File: config.mk
export PLATFORM = sky130hd
export DESIGN_NAME = fisu_fast_swap
export DESIGN_NICKNAME = d
export VERILOG_FILES = /design/src/common/fisu_pkg.sv /design/src/core/fisu_cycle_timer.sv /design/src/core/fisu_fast_swap.sv
export SDC_FILE = /design/constraint.sdc
export NUM_CORES = 1
export LEC_CHECK = 0
export BUFFER_PORTS_ARGS = -buffer_cell sky130_fd_sc_hd__buf_4
export CORE_MARGIN = 1
export CORE_UTILIZATION = 40
export DETAILED_ROUTE_END_ITERATION = 12
export GPL_ROUTABILITY_DRIVEN = 0
export GPL_TIMING_DRIVEN = 0
export PLACE_DENSITY = 0.7
export REMOVE_ABC_BUFFERS = 1
export SYNTH_ARGS = -nofsm -noshare
export SYNTH_HDL_FRONTEND = slang
export SYNTH_HIERARCHICAL = 1
export SYNTH_SLANG_ARGS = --single-unit
File: constraint.sdc
create_clock -name sys_clk -period 6.3 [get_ports sys_clk]
set_input_delay 1.89 -clock sys_clk [delete_from_list [all_inputs] [get_ports sys_clk]]
set_output_delay 1.89 -clock sys_clk [all_outputs]
set_load 0.02 [all_outputs]
File: src/common/fisu_pkg.sv
// fast interrupt swap unit: shared constants and types
package fisu_pkg;

  // ----------------------------------------
  // register map of the fast vector pointer
  // ----------------------------------------
  localparam logic [7:0] FVP_HIGH_ADDR = 8'hDA;
  localparam logic [7:0] FVP_LOW_ADDR  = 8'hDB;
  localparam logic [15:0] FVP_RESET    = 16'h0000;

  // ----------------------------------------
  // system mode register fields
  // ----------------------------------------
  localparam int unsigned MODE_GIE_BIT = 0;
  localparam int unsigned MODE_FEN_BIT = 1;
  localparam int unsigned MODE_LVL_LSB = 2;
  localparam int unsigned MODE_LVL_MSB = 4;

  // ----------------------------------------
  // condition register
  // ----------------------------------------
  localparam int unsigned FLAGS_SVC_BIT = 1;
  localparam logic [7:0]  FLAGS_RESET   = 8'h00;
  localparam logic [7:0]  SVC_MASK      = 8'h02;

  // ----------------------------------------
  // entry timing in core clock cycles
  // ----------------------------------------
  localparam int unsigned FAST_ENTRY_CYCLES = 6;
  localparam int unsigned VECT_ENTRY_CYCLES = 16;
  localparam int unsigned TIMER_W           = 5;
  localparam logic [TIMER_W-1:0] FAST_LOAD  = TIMER_W'(FAST_ENTRY_CYCLES - 1);
  localparam logic [TIMER_W-1:0] VECT_LOAD  = TIMER_W'(VECT_ENTRY_CYCLES - 1);

  // ----------------------------------------
  // entry sequencer states, gray along idle-fast-vect
  // ----------------------------------------
  typedef enum logic [1:0] {
    ST_IDLE = 2'b00,
    ST_FAST = 2'b01,
    ST_VECT = 2'b11
  } fisu_state_e;

endpackage

File: src/core/fisu_cycle_timer.sv
// fast interrupt swap unit: down counter that times an entry sequence
`timescale 1ns/1ps
`default_nettype none
module fisu_cycle_timer (
  // clock and reset
  input  wire logic                             sys_clk,
  input  wire logic                             reset,
  // control
  input  wire logic                             load,
  input  wire logic [fisu_pkg::TIMER_W-1:0]     load_val,
  // status
  output logic      [fisu_pkg::TIMER_W-1:0]     count,
  output logic                                  at_zero
);

  // ----------------------------------------
  // counter
  // ----------------------------------------
  // load wins, otherwise count down and rest at zero
  always_ff @(posedge sys_clk or posedge reset) begin
    if (reset) begin
      count <= '0;
    end else if (load) begin
      count <= load_val;
    end else if (count != '0) begin
      count <= count - 1'b1;
    end
  end

  assign at_zero = (count == '0);

endmodule
`default_nettype wire

File: src/core/fisu_fast_swap.sv
// fast interrupt swap unit: pointer swap, flag shadow and entry timing
//
// Function
// - fast pointer is two bytes: high at DAH, low at DBH.
// - fast entry takes 6 cycles, ordinary vectored entry 16.
// - fast level comes from system mode bits 4 to 2.
// - fast handling only while system mode bit 1 is one.
// - any of levels 0 to 7 may be chosen for fast handling.
// - fast entry swaps pointer and program counter.
// - fast entry copies flags into an unaddressed shadow register.
// - fast entry sets the fast service status bit.
// - return with status bit set swaps pointer and counter back.
// - fast return restores flags from the shadow register.
// - fast return clears the fast service status bit.
// - status bit is flags bit 1; it blocks interrupts, steers return.
// - no interrupt is accepted unless system mode bit 0 is one.
`timescale 1ns/1ps
`default_nettype none
module fisu_fast_swap (
  // clock and reset
  input  wire logic        sys_clk,
  input  wire logic        reset,
  // register file port
  input  wire logic [7:0]  reg_addr,
  input  wire logic        reg_wr,
  input  wire logic        reg_rd,
  input  wire logic [7:0]  reg_wdata,
  output logic      [7:0]  reg_rdata,
  output logic             reg_hit,
  // system mode register contents
  input  wire logic [7:0]  sys_mode,
  // condition register updates from the alu
  input  wire logic        flags_wr,
  input  wire logic [7:0]  flags_wdata,
  output logic      [7:0]  flags,
  // interrupt request logic
  input  wire logic        irq_req,
  input  wire logic [2:0]  irq_level,
  output logic             irq_ack,
  // cpu sequencer
  input  wire logic [15:0] pc_in,
  input  wire logic        ret_req,
  output logic             ret_ack,
  output logic             pc_load,
  output logic      [15:0] pc_out,
  output logic             vect_entry,
  output logic             vect_return,
  output logic             entry_busy,
  output logic             entry_done
);

  // ----------------------------------------
  // internal state
  // ----------------------------------------
  logic [15:0]                   fast_vector_pointer;
  logic [7:0]                    flags_shadow;
  fisu_pkg::fisu_state_e         state;
  fisu_pkg::fisu_state_e         next_state;
  logic                          timer_load;
  logic [fisu_pkg::TIMER_W-1:0]  timer_val;
  logic [fisu_pkg::TIMER_W-1:0]  timer_count;
  logic                          timer_zero;
  logic                          gie;
  logic                          fast_en;
  logic [2:0]                    fast_level;
  logic                          svc_active;
  logic                          take_irq;
  logic                          take_fast;
  logic                          take_vect;
  logic                          take_fret;
  logic                          take_vret;
  logic                          sel_high;
  logic                          sel_low;

  // ----------------------------------------
  // decode of mode fields
  // ----------------------------------------
  assign gie        = sys_mode[fisu_pkg::MODE_GIE_BIT];
  assign fast_en    = sys_mode[fisu_pkg::MODE_FEN_BIT];
  assign fast_level = sys_mode[fisu_pkg::MODE_LVL_MSB:fisu_pkg::MODE_LVL_LSB];
  assign svc_active = flags[fisu_pkg::FLAGS_SVC_BIT];

  // ----------------------------------------
  // acceptance of requests
  // ----------------------------------------
  // return has priority; interrupts blocked by status bit or global off
  assign take_fret = (state == fisu_pkg::ST_IDLE) && ret_req && svc_active;
  assign take_vret = (state == fisu_pkg::ST_IDLE) && ret_req && !svc_active;
  assign take_irq  = (state == fisu_pkg::ST_IDLE) && !ret_req && irq_req
                     && gie && !svc_active;
  assign take_fast = take_irq && fast_en && (irq_level == fast_level);
  assign take_vect = take_irq && !take_fast;
  assign irq_ack   = take_irq;
  assign ret_ack   = take_fret || take_vret;

  // ----------------------------------------
  // register file decode
  // ----------------------------------------
  assign sel_high = (reg_addr == fisu_pkg::FVP_HIGH_ADDR);
  assign sel_low  = (reg_addr == fisu_pkg::FVP_LOW_ADDR);
  assign reg_hit  = sel_high || sel_low;

  // ----------------------------------------
  // fast vector pointer
  // ----------------------------------------
  // swap beats a software write in the same cycle
  always_ff @(posedge sys_clk or posedge reset) begin
    if (reset) begin
      fast_vector_pointer <= fisu_pkg::FVP_RESET;
    end else if (take_fast || take_fret) begin
      fast_vector_pointer <= pc_in;
    end else if (reg_wr && sel_high) begin
      fast_vector_pointer[15:8] <= reg_wdata;
    end else if (reg_wr && sel_low) begin
      fast_vector_pointer[7:0] <= reg_wdata;
    end
  end

  // read data, one cycle after the read strobe
  always_ff @(posedge sys_clk or posedge reset) begin
    if (reset) begin
      reg_rdata <= 8'h00;
    end else if (reg_rd && sel_high) begin
      reg_rdata <= fast_vector_pointer[15:8];
    end else if (reg_rd && sel_low) begin
      reg_rdata <= fast_vector_pointer[7:0];
    end else if (reg_rd) begin
      reg_rdata <= 8'h00;
    end
  end

  // ----------------------------------------
  // program counter hand-off
  // ----------------------------------------
  always_ff @(posedge sys_clk or posedge reset) begin
    if (reset) begin
      pc_load <= 1'b0;
      pc_out  <= 16'h0000;
    end else begin
      pc_load <= take_fast || take_fret;
      if (take_fast || take_fret) begin
        pc_out <= fast_vector_pointer;
      end
    end
  end

  // ----------------------------------------
  // condition register and its shadow
  // ----------------------------------------
  // hardware entry and return beat an alu write in the same cycle
  always_ff @(posedge sys_clk or posedge reset) begin
    if (reset) begin
      flags <= fisu_pkg::FLAGS_RESET;
    end else if (take_fast) begin
      flags <= flags | fisu_pkg::SVC_MASK;
    end else if (take_fret) begin
      flags <= flags_shadow & ~fisu_pkg::SVC_MASK;
    end else if (flags_wr) begin
      flags <= flags_wdata;
    end
  end

  // shadow has no address; only fast entry loads it
  always_ff @(posedge sys_clk or posedge reset) begin
    if (reset) begin
      flags_shadow <= fisu_pkg::FLAGS_RESET;
    end else if (take_fast) begin
      flags_shadow <= flags;
    end
  end

  // ----------------------------------------
  // ordinary path strobes to the sequencer
  // ----------------------------------------
  always_ff @(posedge sys_clk or posedge reset) begin
    if (reset) begin
      vect_entry  <= 1'b0;
      vect_return <= 1'b0;
    end else begin
      vect_entry  <= take_vect;
      vect_return <= take_vret;
    end
  end

  // ----------------------------------------
  // entry sequencer
  // ----------------------------------------
  always_comb begin
    next_state = state;
    timer_load = 1'b0;
    timer_val  = fisu_pkg::FAST_LOAD;
    case (state)
      fisu_pkg::ST_IDLE: begin
        if (take_fast) begin
          next_state = fisu_pkg::ST_FAST;
          timer_load = 1'b1;
          timer_val  = fisu_pkg::FAST_LOAD;
        end else if (take_vect) begin
          next_state = fisu_pkg::ST_VECT;
          timer_load = 1'b1;
          timer_val  = fisu_pkg::VECT_LOAD;
        end
      end
      fisu_pkg::ST_FAST, fisu_pkg::ST_VECT: begin
        if (timer_zero) begin
          next_state = fisu_pkg::ST_IDLE;
        end
      end
      default: begin
        next_state = fisu_pkg::ST_IDLE;
      end
    endcase
  end

  always_ff @(posedge sys_clk or posedge reset) begin
    if (reset) begin
      state <= fisu_pkg::ST_IDLE;
    end else begin
      state <= next_state;
    end
  end

  assign entry_busy = (state != fisu_pkg::ST_IDLE);
  assign entry_done = entry_busy && timer_zero;

  fisu_cycle_timer u_timer (
    .sys_clk  (sys_clk),
    .reset    (reset),
    .load     (timer_load),
    .load_val (timer_val),
    .count    (timer_count),
    .at_zero  (timer_zero)
  );
endmodule
`default_nettype wire

### Yosys cells after proc, flatten, opt, wreduce, memory -nomap -nowiden

Index checks and enable logic that the tools add are counted.
W data, S select, Z words.

| storage, ports and cells | value |
|---|---|
| flip-flop bits (word level) | 66 |
| input port bits | 58 |
| word-level logic and storage cells | 79 |

| operators by class | value |
|---|---|
| add/subtract/negate cells | 1 |
| eq/ne operators | 8 |
| muxes and demuxes | 22 |
| bitwise operators | 1 |
| reductions and logical operators | 35 |

Operator list:

| operator | count |
|---|---|
| $mux W8 | 8 |
| $eq A8 B8 Y1 const B | 2 |
| $mux W16 | 1 |
| $logic_and A1 B1 Y1 | 15 |
| $mux W4 | 3 |
| $mux W5 | 2 |
| $reduce_bool A2 Y1 | 5 |
| $mux W2 | 4 |
| $reduce_and A2 Y1 | 3 |
| $reduce_bool A3 Y1 | 2 |
| $logic_not A5 Y1 | 1 |
| $reduce_bool A5 Y1 | 1 |
| $sub A5 B1 Y5 const B | 1 |
| $ne A2 B2 Y1 const B | 2 |
| $pmux W2 S2 | 1 |
| $eq A3 B3 Y1 | 1 |
| $logic_not A1 Y1 | 3 |
| $logic_or A1 B1 Y1 | 3 |
| $mux W1 | 3 |
| $ne A3 B3 Y1 const B | 1 |
| $eq A2 B1 Y1 const B | 1 |
| $eq A2 B2 Y1 const B | 1 |
| $logic_not A2 Y1 | 1 |
| $reduce_or A2 Y1 | 1 |
| $not A1 Y1 | 1 |

### Longest topological paths before layout

Gate-level depths: netlist of run 1.

| logic depth | value |
|---|---|
| depth in word-level cells | 13 |
| mapped depth | 7 |
| depth with buffers taken out | 6 |

### Cells and area by module

The synthesis of run 1 kept the hierarchy.

By module, submodules not included:

| module | times used | cells each | area each (µm²) | seq. area each (µm²) |
|---|---|---|---|---|
| fisu_fast_swap | 1 | 207 | 2786.4 | 1501.4 |
| fisu_cycle_timer | 1 | 28 | 282.8 | 125.1 |

### Least setup slack after synthesis of run 1

Ideal clock, no wire load.

| timing | value |
|---|---|
| path type | input -> output |
| start | input port reg_addr[2] |
| end | output port reg_hit |
| data arrival time | 2.613 ns |
| data required time | 4.410 ns |
| slack | 1.797 ns |
| cell stages on the path | 3 |
| cells stage by stage | nor3b_2 and2_1 clkbuf_1 |

| between the ends | value |
|---|---|
| longest elaborated chain between the ends | 2 |
| elaborated cells between the ends (all ways) | 3 |
| classes of those cells | 2 x eq/ne; 1 x reduce/logical |

Ends and longest elaborated chain:

| element | RTL line | text |
|---|---|---|
| start: declaration | fisu_fast_swap.sv:24 | `input wire logic [7:0] reg_addr,` |
| $eq A8 B8 Y1 (on tied branches) | fisu_fast_swap.sv:99, fisu_fast_swap.sv:100 |  |
| $logic_or A1 B1 Y1 * | fisu_fast_swap.sv:101 | `assign reg_hit = sel_high \|\| sel_low;` |
| end: declaration | fisu_fast_swap.sv:29 | `output logic reg_hit,` |

Every way passes the cells marked *; elsewhere a longest branch is shown, timed or not.

### Worst setup path after layout of run 1

Same ends and word-level chain as after synthesis.

==> metrics.txt, run 1 <==
# port buffers=94; clk sinks=65; fmax=209.7 MHz; worst setup slack after layout=1.530 ns; clock latency on the worst-skew pair=0.33 ns; Synth top area share=0.5300; Num CTS Buffers=9; Post-Syn Instances=235; internal power=0.001073 W; fin nets=390; Max Cap Violations=0; Async S/R FF share, synth=1.000; post-route antenna net violation count=0; Reg clk slew, reported paths=0.07 ns; most frequent CP cell=buf_4; clock power share=0.218; leak pwr=1.894 nW; Yosys Warn Count=6; Yosys reg bits=65; setup bufs post-CTS=0; minimum clock period=4.770 ns; Post-Route WL=6331 um; Final Setup Violations=0; Area growth, synth to finish=31.35%; Buf/Inv on CP=2; antenna violations before repair=0; Vias=2,145; num rows=31; DRT Pass-1 Iters=4; clock tree from TritonCTS=built; 1st-iter DRT viols=57; drt drc=0; Fill cells=641; Pwr Total=0.001571 W; total negative setup slack=0 ns; area of the multi-input gates=1306 um^2; sequential fraction of the synthesis area=0.5300; Mean Syn Cell Area=13.06 um^2; Via density=4.931; clk root buf=clkbuf_8; cell taking the most area after synthesis=dfrtp_1; Starting Density=0.4187; # resized after CTS=0; CP max FO=9; register cell area after layout=1627 um^2; Yosys cell types=37; worst path required time=4.41 ns; total global routing overflow=0; Final Hold Vio Count=0; slowest stage delay, CP=0.42 ns; Post-Syn Area=3069 um^2; Synth top cells by count=dfrtp_1, mux2_2, inv_1; CTS HTree Levels=3; core region area=7331 um^2; largest net degree at the start of global routing=43; share of power burned in registers=0.414; CP delay by family, top=simple AND/OR/NAND/NOR gates; status=complete, no violations; Tot GR Track Use=0.1722; dpl ws=1.535 ns; min-delay worst type=reg -> reg; Rel. slew slack=0.3341; worst slew pin tran=0.9962 ns; Worst Setup End Kind=output port; WS Path Type=in -> out; Layout Skew=0.005139 ns; layout cells sized above 1=0.5446; vias in the first global route=2,044; hpwl dp=4404 um; CP Data Arrival Time=2.88 ns; combinational share of power=0.368; Final Max Slew Viols=0; Sw Share=0.3172; Final period util=0.7571; power density cells=389.8 nW/um^2; startpoint types=primary input; Cell Chain, Critical Path=buf_4 > nor3b_2 > and2_1 > buf_4; hold-fix buffer count after cts=0; slowest CP cell=and2_1; Post-synth EDFFs=0; first-pass GRT wire length=10,070 um; clock tree buffer depth=2; Area contributors post-synth=dfrtp_1, mux2_2, o2bb2ai_1, o21ai_0, inv_1; wire per inst=14.55 um; unrepaired setup endpoints after global routing=no; I/O pin cnt=98; prevailing post-synth register cell=dfrtp_1; sw power=0.0004985 W; Antenna Cells=0; Chip Width=89.60 um; chip height=89.60 um; worst ir drop on vdd=196.3 uV; count leader, synth=dfrtp_1; die area=8027 um^2
[worst reg2reg max path: cells and delay by family, from the launching register on]
family | cells | cell delay (ns)
AND/OR/NAND/NOR | 2 | 0.44
flip-flops | 1 | 0.42
multiplexers | 1 | 0.45
AO/OA/AOI/OAI | 1 | 0.85
[per-stage QoR]
stage	util	hold WS (ns)	std cells	instance area, um^2
3_5_place_dp	0.5242	0.4957	419	3842
6_report	0.5499	0.5083	435	4031
2_1_floorplan	-	0.4811	225	2993
4_1_cts	0.5499	0.5122	435	4031
3_3_place_gp	0.5214	0.4889	418	3822
5_1_grt	0.5499	0.5211	435	4031
[sequential cells by signal, indices dropped and copies added (netlist names)]
name / count
fast_vector_pointer: 16
pc_out: 16
flags: 8
reg_rdata: 8
flags_shadow: 7
u_timer/count: 5
state: 2
pc_load: 1
vect_entry: 1
vect_return: 1
[routing by layer]
metal  routed length, um  vias up  GRT usage
li1                    -     1029          -
met1                2809     1029     0.2205
met2                2943       81     0.2727
met3                 518        6    0.05576
met4                  59        0    0.06494
met5                   0        -          0
[layout by cell type, fill, tap and decap left out, types with 2 or more instances in the layout]
cell / instances
a22oi_1: 7
and2_1: 2
buf_4: 94
clkbuf_1: 3
clkbuf_8: 10
clkinv_2: 2
conb_1: 3
dfrtp_1: 65
inv_1: 15
mux2_2: 64
nand2_1: 7
nand3_1: 8
nor2_1: 3
nor2b_1: 3
o21ai_0: 12
o22ai_1: 2
o2bb2ai_1: 7
o31ai_1: 2
xnor2_1: 6
[power by group through the flow]
| stage | Combinational [W] | Sequential (W) | Clock (W) |
|---|---|---|---|
| after floorplan | 0.000315 | 0.000715 | 0 |
| after global placement | 0.000569 | 0.000652 | 0 |
| after detailed placement | 0.000585 | 0.000658 | 0 |
| after CTS | 0.000586 | 0.000652 | 0.000356 |
| after global routing | 0.000632 | 0.000672 | 0.000375 |
| final | 0.000578 | 0.000650 | 0.000343 |
[path summary, 6_finish.rpt]
kind / from / to / slack (ns) / cells after the start
worst min-delay path: flags_shadow[6]$_DFFE_PP0P_ / flags_shadow[6]$_DFFE_PP0P_ / 0.51 / 1
worst max-delay path: reg_addr[2] / reg_hit / 1.53 / 4
worst min register to register: flags_shadow[6]$_DFFE_PP0P_ / flags_shadow[6]$_DFFE_PP0P_ / 0.51 / 1
max in group asynchronous: reset / fast_vector_pointer[12]$_DFFE_PP0P_ / 4.14 / 3
worst max register to register: flags[1]$_DFFE_PP0P_ / pc_out[14]$_DFFE_PP0N_ / 4.02 / 4
min in group asynchronous: reset / u_timer/count[4]$_DFFE_PP0P_ / 1.47 / 2
[area by class of cell]
| type | count | area share |
|---|---|---|
| inverters | 16 | 0.01490 |
| clock buffers | 13 | 0.03693 |
| well taps | 99 | 0.03073 |
| repair buffers | 95 | 0.1800 |
| multi-input cells | 144 | 0.3240 |
| flip-flops and latches | 65 | 0.4035 |
| clock inverters | 3 | 0.009932 |
[logic make-up after synthesis]
logic type	Yosys count	synth area share
AO/OA/AOI/OAI	33	0.07623
XOR/XNOR	6	0.01712
adder cells (fa/ha/maj)	1	0.004076
buffers and inverters	27	0.04565
flip-flops	65	0.5300
multiplexers	65	0.2381
other	2	0.002447
AND/OR/NAND/NOR	36	0.08643
(Power assumes the default switching activity.)
==> run 2, diff against run 1 <==
--- a/config.mk
+++ b/config.mk
@@ -5,13 +5,14 @@
 export SDC_FILE = /design/constraint.sdc
 export NUM_CORES = 1
 export LEC_CHECK = 0
+export ABC_AREA = 1
 export BUFFER_PORTS_ARGS = -buffer_cell sky130_fd_sc_hd__buf_4
 export CORE_MARGIN = 1
 export CORE_UTILIZATION = 40
 export DETAILED_ROUTE_END_ITERATION = 12
 export GPL_ROUTABILITY_DRIVEN = 0
 export GPL_TIMING_DRIVEN = 0
-export PLACE_DENSITY = 0.7
+export PLACE_DENSITY = 0.72
 export REMOVE_ABC_BUFFERS = 1
 export SYNTH_ARGS = -nofsm -noshare
 export SYNTH_HDL_FRONTEND = slang
==> constraint.sdc (replaced) <==
create_clock -name sys_clk -period 4.24 [get_ports sys_clk]
set_input_delay 1.272 -clock sys_clk [delete_from_list [all_inputs] [get_ports sys_clk]]
set_output_delay 1.272 -clock sys_clk [all_outputs]
set_load 0.02 [all_outputs]
==> run 2 against run 1 <==
Sequential share of layout area decreased by 1.4 points. Combinational power grew 38%. Clock power is 55% higher. First-iteration DRC count is 100% higher. Critical path depth increased by 1. Setup slack lost 0.50 ns. Die area is 4.0% higher. Design area up 3.7%. Global-route usage rose by 1.7 points. Critical path type unchanged. Largest cell class unchanged.
==> metrics.txt, run 2 <==
hold-fix buffer count after cts=0; Final Setup Violations=0; Starting Density=0.4135; I/O pin cnt=98; CTS HTree Levels=3; worst ir drop on vdd=238.7 uV; Via density=4.627; leak pwr=2.294 nW; reg-to-reg slack, setup=2.29 ns; Max Cap Violations=0; clock latency on the worst-skew pair=0.35 ns; clk root buf=clkbuf_8; Yosys reg bits=65; commonest cells after routing, fill and taps aside=nand2_1, buf_4, dfrtp_1; Post-synth EDFFs=0; wire per inst=12.38 um; vias in the first global route=2,740; prevailing post-synth register cell=dfrtp_1; fin nets=553; CP Data Arrival Time=1.93 ns; Tot GR Track Use=0.1891; area of the multi-input gates=1344 um^2; Final Hold Vio Count=0; Synth top cells by count=nand2_1, dfrtp_1, inv_1; biggest regs=fast_vector_pointer (16), pc_out (16); Synth top area share=0.5090; R2R cell count=9; first-pass GRT wire length=12,430 um; Num CTS Buffers=9; # port buffers=94; DRT Pass-1 Iters=4; Async S/R FF share, synth=1.000; core region area=7727 um^2; die area=8350 um^2; 1st-iter DRT viols=116; drt drc=0; hpwl dp=5325 um; worst path required time=2.97 ns; Yosys Warn Count=6; total global routing overflow=0; Post-Syn Instances=397; clk sinks=65; chip height=91.38 um; Yosys cell types=31; register cell area after layout=1627 um^2; Final Max Slew Viols=0; fmax=312.0 MHz; Chip Width=91.38 um; Mean Syn Cell Area=8.049 um^2; clock tree from TritonCTS=built; Final Util=0.5410; # resized after CTS=0; num rows=32; Antenna Cells=0; minimum clock period=3.206 ns; sequential fraction of the synthesis area=0.5090; worst slew pin tran=0.7051 ns; power density cells=542.2 nW/um^2; total negative setup slack=0 ns; status=complete, no violations; Hold Path Stages=2; Rel. slew slack=0.5292; post-route antenna net violation count=0; Area growth, synth to finish=30.81%; layout cells sized above 1=0.2811; Area contributors post-synth=dfrtp_1, nand2_1, nand3_1, inv_1, o21ai_2; fin area=4180 um^2; unrepaired setup endpoints after global routing=no; CP max FO=3; Vias=2,776; Reg clk slew, reported paths=0.07 ns; clock tree buffer depth=2; Final period util=0.7560; startpoint types=primary input; antenna violations before repair=0; Layout Skew=0.009140 ns; Worst Setup End Kind=output port; Area after DPL=3985 um^2; worst hold margin=0.4749 ns; Fill cells=727; min-delay worst type=reg -> reg; most common cell after layout, fill and taps aside=nand2_1; Post-Syn Area=3196 um^2; largest net degree at the start of global routing=42; Post-Route WL=7427 um; setup bufs post-CTS=0; WS Path Type=in -> out; cell taking the most area after synthesis=dfrtp_1; count leader, synth=nand2_1
-- run 2: cell count changes in the layout (fill, tap and decap cells not counted), moves of 7 or more --
cell	previous run	this run
a22oi_1	7	0
inv_1	15	33
mux2_2	64	0
nand2_1	7	181
nand3_1	8	33
o211ai_1	0	7
o21ai_1	1	9
o21ai_2	1	8
o2bb2ai_1	7	0
-- run 2: critical path, stage by stage --
cell and delay (ns):
buf_4 0.11, inv_1 0.05, nand2_1 0.09, nor4_1 0.23, buf_4 0.19
-- run 2: report_power, final --
part	switching (W)	internal, W
registers	0.000124	0.000813
logic	0.000475	0.000323
clock network	0.000233	0.000299
total	0.000831	0.00144
-- run 2: through the flow --
| step | worst slack (ns) | total power, W | cells |
|---|---|---|---|
| 2_1_floorplan | 0.9104 | 0.001451 | 388 |
| 3_3_place_gp | 0.6590 | 0.001726 | 584 |
| 3_5_place_dp | 1.038 | 0.001752 | 585 |
| 4_1_cts | 1.037 | 0.002282 | 600 |
| 5_1_grt | 0.9028 | 0.002415 | 600 |
| 6_report | 1.034 | 0.002267 | 600 |
-- run 2: kinds of logic after synthesis --
kind of cell	Yosys count	synth area share
flops	65	0.5090
fa+ha+maj	1	0.003915
simple gates	241	0.3391
xor+xnor	1	0.002741
buf+inv	51	0.07165
other cells	2	0.002350
compound gates	36	0.07126
-- run 2: cell type report --
cell class,count,area share
Tap cell,102,0.03053
Multi-Input combinational cell,282,0.3215
Clock inverter,3,0.009578
Sequential cell,65,0.3891
Inverter,41,0.03861
Clock buffer,12,0.03711
Timing Repair Buffer,95,0.1736
-- run 2: final timing paths --
| kind | from | end |
|---|---|---|
| min in group asynchronous | reset | u_timer/count[4]$_DFFE_PP0P_ |
| max in group asynchronous | reset | fast_vector_pointer[4]$_DFFE_PP0P_ |
| hold reg to reg | pc_out[1]$_DFFE_PP0N_ | pc_out[1]$_DFFE_PP0N_ |
| hold / removal | pc_out[1]$_DFFE_PP0N_ | pc_out[1]$_DFFE_PP0N_ |
| setup / recovery | reg_addr[2] | reg_hit |
| setup reg to reg | flags[1]$_DFFE_PP0P_ | fast_vector_pointer[9]$_DFFE_PP0P_ |
-- run 2: per-layer routing --
layer | part of all wire | GRT usage | vias up
li1 | - | - | 1436
met1 | 0.47 | 0.2526 | 1261
met2 | 0.47 | 0.3026 | 71
met3 | 0.053 | 0.04858 | 8
met4 | 0.011 | 0.05423 | 0
met5 | 0 | 0 | -
==> run 3, diff against run 2 <==
--- a/config.mk
+++ b/config.mk
@@ -12,7 +12,7 @@
 export DETAILED_ROUTE_END_ITERATION = 12
 export GPL_ROUTABILITY_DRIVEN = 0
 export GPL_TIMING_DRIVEN = 0
-export PLACE_DENSITY = 0.72
+export PLACE_DENSITY = 0.7
 export REMOVE_ABC_BUFFERS = 1
 export SYNTH_ARGS = -nofsm -noshare
 export SYNTH_HDL_FRONTEND = slang
==> constraint.sdc (replaced) <==
create_clock -name sys_clk -period 2.95 [get_ports sys_clk]
set_input_delay 0.885 -clock sys_clk [delete_from_list [all_inputs] [get_ports sys_clk]]
set_output_delay 0.885 -clock sys_clk [all_outputs]
set_load 0.02 [all_outputs]
==> run 3 against run 2 <==
Register-to-register slack got worse by 1.3 ns. Total power rose by 43%. Clock-buffer cell count did not move. Critical path depth rose by 2. Critical path type is now reg -> out. Sequential power rose by 43%. Sequential cell count did not move. Global-route usage is 0.38 points higher. Wire length fell by 0.59%. Cell count unchanged. Combinational power is 43% higher.
==> metrics.txt, run 3 (synthesized netlist as in run 2, its figures left out) <==
core region area=7727 um^2; wire per inst=12.31 um; antenna violations before repair=0; leak pwr=2.294 nW; vias in the first global route=2,698; fin nets=553; Via density=4.692; Cell Chain, Critical Path=inv_1 > ha_1 > nand3_1 > inv_1 > inv_1 > nor2_1 > buf_4; worst setup slack after layout=0.4835 ns; Tot GR Track Use=0.1929; commonest cells after routing, fill and taps aside=nand2_1, buf_4, dfrtp_1; # resized after CTS=0; dpl ws=0.3862 ns; minimum clock period=2.466 ns; Rel. slew slack=0.5914; startpoint types=flip-flop; clk root buf=clkbuf_8; hpwl dp=5210 um; clock latency on the worst-skew pair=0.34 ns; Reg clk slew, reported paths=0.06 ns; Worst Setup End Kind=output port; clock tree from TritonCTS=built; worst slew pin tran=0.6112 ns; biggest regs=fast_vector_pointer (16), pc_out (16); Post-Route WL=7383 um; worst ir drop on vdd=309.0 uV; DRT Pass-1 Iters=4; drt drc=0; die area=8350 um^2; status=complete, no violations; 1st-iter DRT viols=69; Final Hold Vio Count=0; CP delay by family, top=buffers and inverters; most common cell after layout, fill and taps aside=nand2_1; CP Data Arrival Time=1.58 ns; I/O pin cnt=98; most frequent CP cell=inv_1; clk sinks=65; Final Setup Violations=0; WS Path Type=reg -> out; clock tree buffer depth=2; layout cells sized above 1=0.2811; Area growth, synth to finish=30.81%; fmax=405.4 MHz; Max Cap Violations=0; total global routing overflow=0; slowest CP cell=dfrtp_1; Num CTS Buffers=9; # port buffers=94; Antenna Cells=0; CTS HTree Levels=3; Final Util=0.5410; hold-fix buffer count after cts=0; power density cells=774.1 nW/um^2; post-route antenna net violation count=0; Pwr Total=0.003236 W; Final Max Slew Viols=0; final cell count without fillers=600; Vias=2,815; Layout Skew=0.007227 ns; Final period util=0.8361; Starting Density=0.4135; slowest stage delay, CP=0.37 ns; largest net degree at the start of global routing=42; Fill cells=734; worst path required time=2.07 ns; CP max FO=4; min-delay worst type=in -> async; Buf/Inv on CP=4; unrepaired setup endpoints after global routing=no; first-pass GRT wire length=12,480 um; setup bufs post-CTS=0; Chip Width=91.38 um; num rows=32; Post-Place Cells=585; chip height=91.38 um
-- run 3: layout make-up --
type / count / area [um^2] / share of cell area
sequential: 65 / 1627 / 0.3891
multi-input combinational: 282 / 1344 / 0.3215
timing repair buffer: 95 / 725.7 / 0.1736
inverter: 41 / 161.4 / 0.03861
clock buffer: 12 / 155.1 / 0.03711
tap: 102 / 127.6 / 0.03053
clock inverter: 3 / 40.04 / 0.009578
-- run 3: power by group --
part / total [W] / switching (W) / internal, W
registers: 0.00134 / 0.000171 / 0.00117
logic: 0.00114 / 0.000680 / 0.000465
clock network: 0.000751 / 0.000322 / 0.000429
-- run 3: final timing paths --
path | startpoint | endpoint | slack [ns] | depth (start not counted)
max | u_timer/count[0]$_DFFE_PP0P_ | entry_done | 0.48 | 7
min | reset | u_timer/count[2]$_DFFE_PP0P_ | 0.46 | 2
max reg2reg | flags[1]$_DFFE_PP0P_ | fast_vector_pointer[13]$_DFFE_PP0P_ | 0.95 | 9
min reg2reg | pc_out[15]$_DFFE_PP0N_ | pc_out[15]$_DFFE_PP0N_ | 0.47 | 2
max in group asynchronous | reset | reg_rdata[3]$_DFFE_PP0P_ | 1.79 | 3
min in group sys_clk | pc_out[15]$_DFFE_PP0N_ | pc_out[15]$_DFFE_PP0N_ | 0.47 | 2
-- run 3: routing by layer --
layer	track usage	share of wire	up-vias
li1	-	-	1436
met1	0.2500	0.45	1289
met2	0.3064	0.47	75
met3	0.04523	0.052	15
met4	0.08598	0.020	0
met5	0	0	-
-- run 3: per-stage QoR --
step                hold WS [ns]  setup TNS [ns]  instance area, um^2
floorplan                 0.4534               0                 3132
global placement          0.4585          -15.18                 3965
detailed placement        0.4602               0                 3985
CTS                       0.4569               0                 4180
global route              0.4640               0                 4180
finish                    0.4610               0                 4180
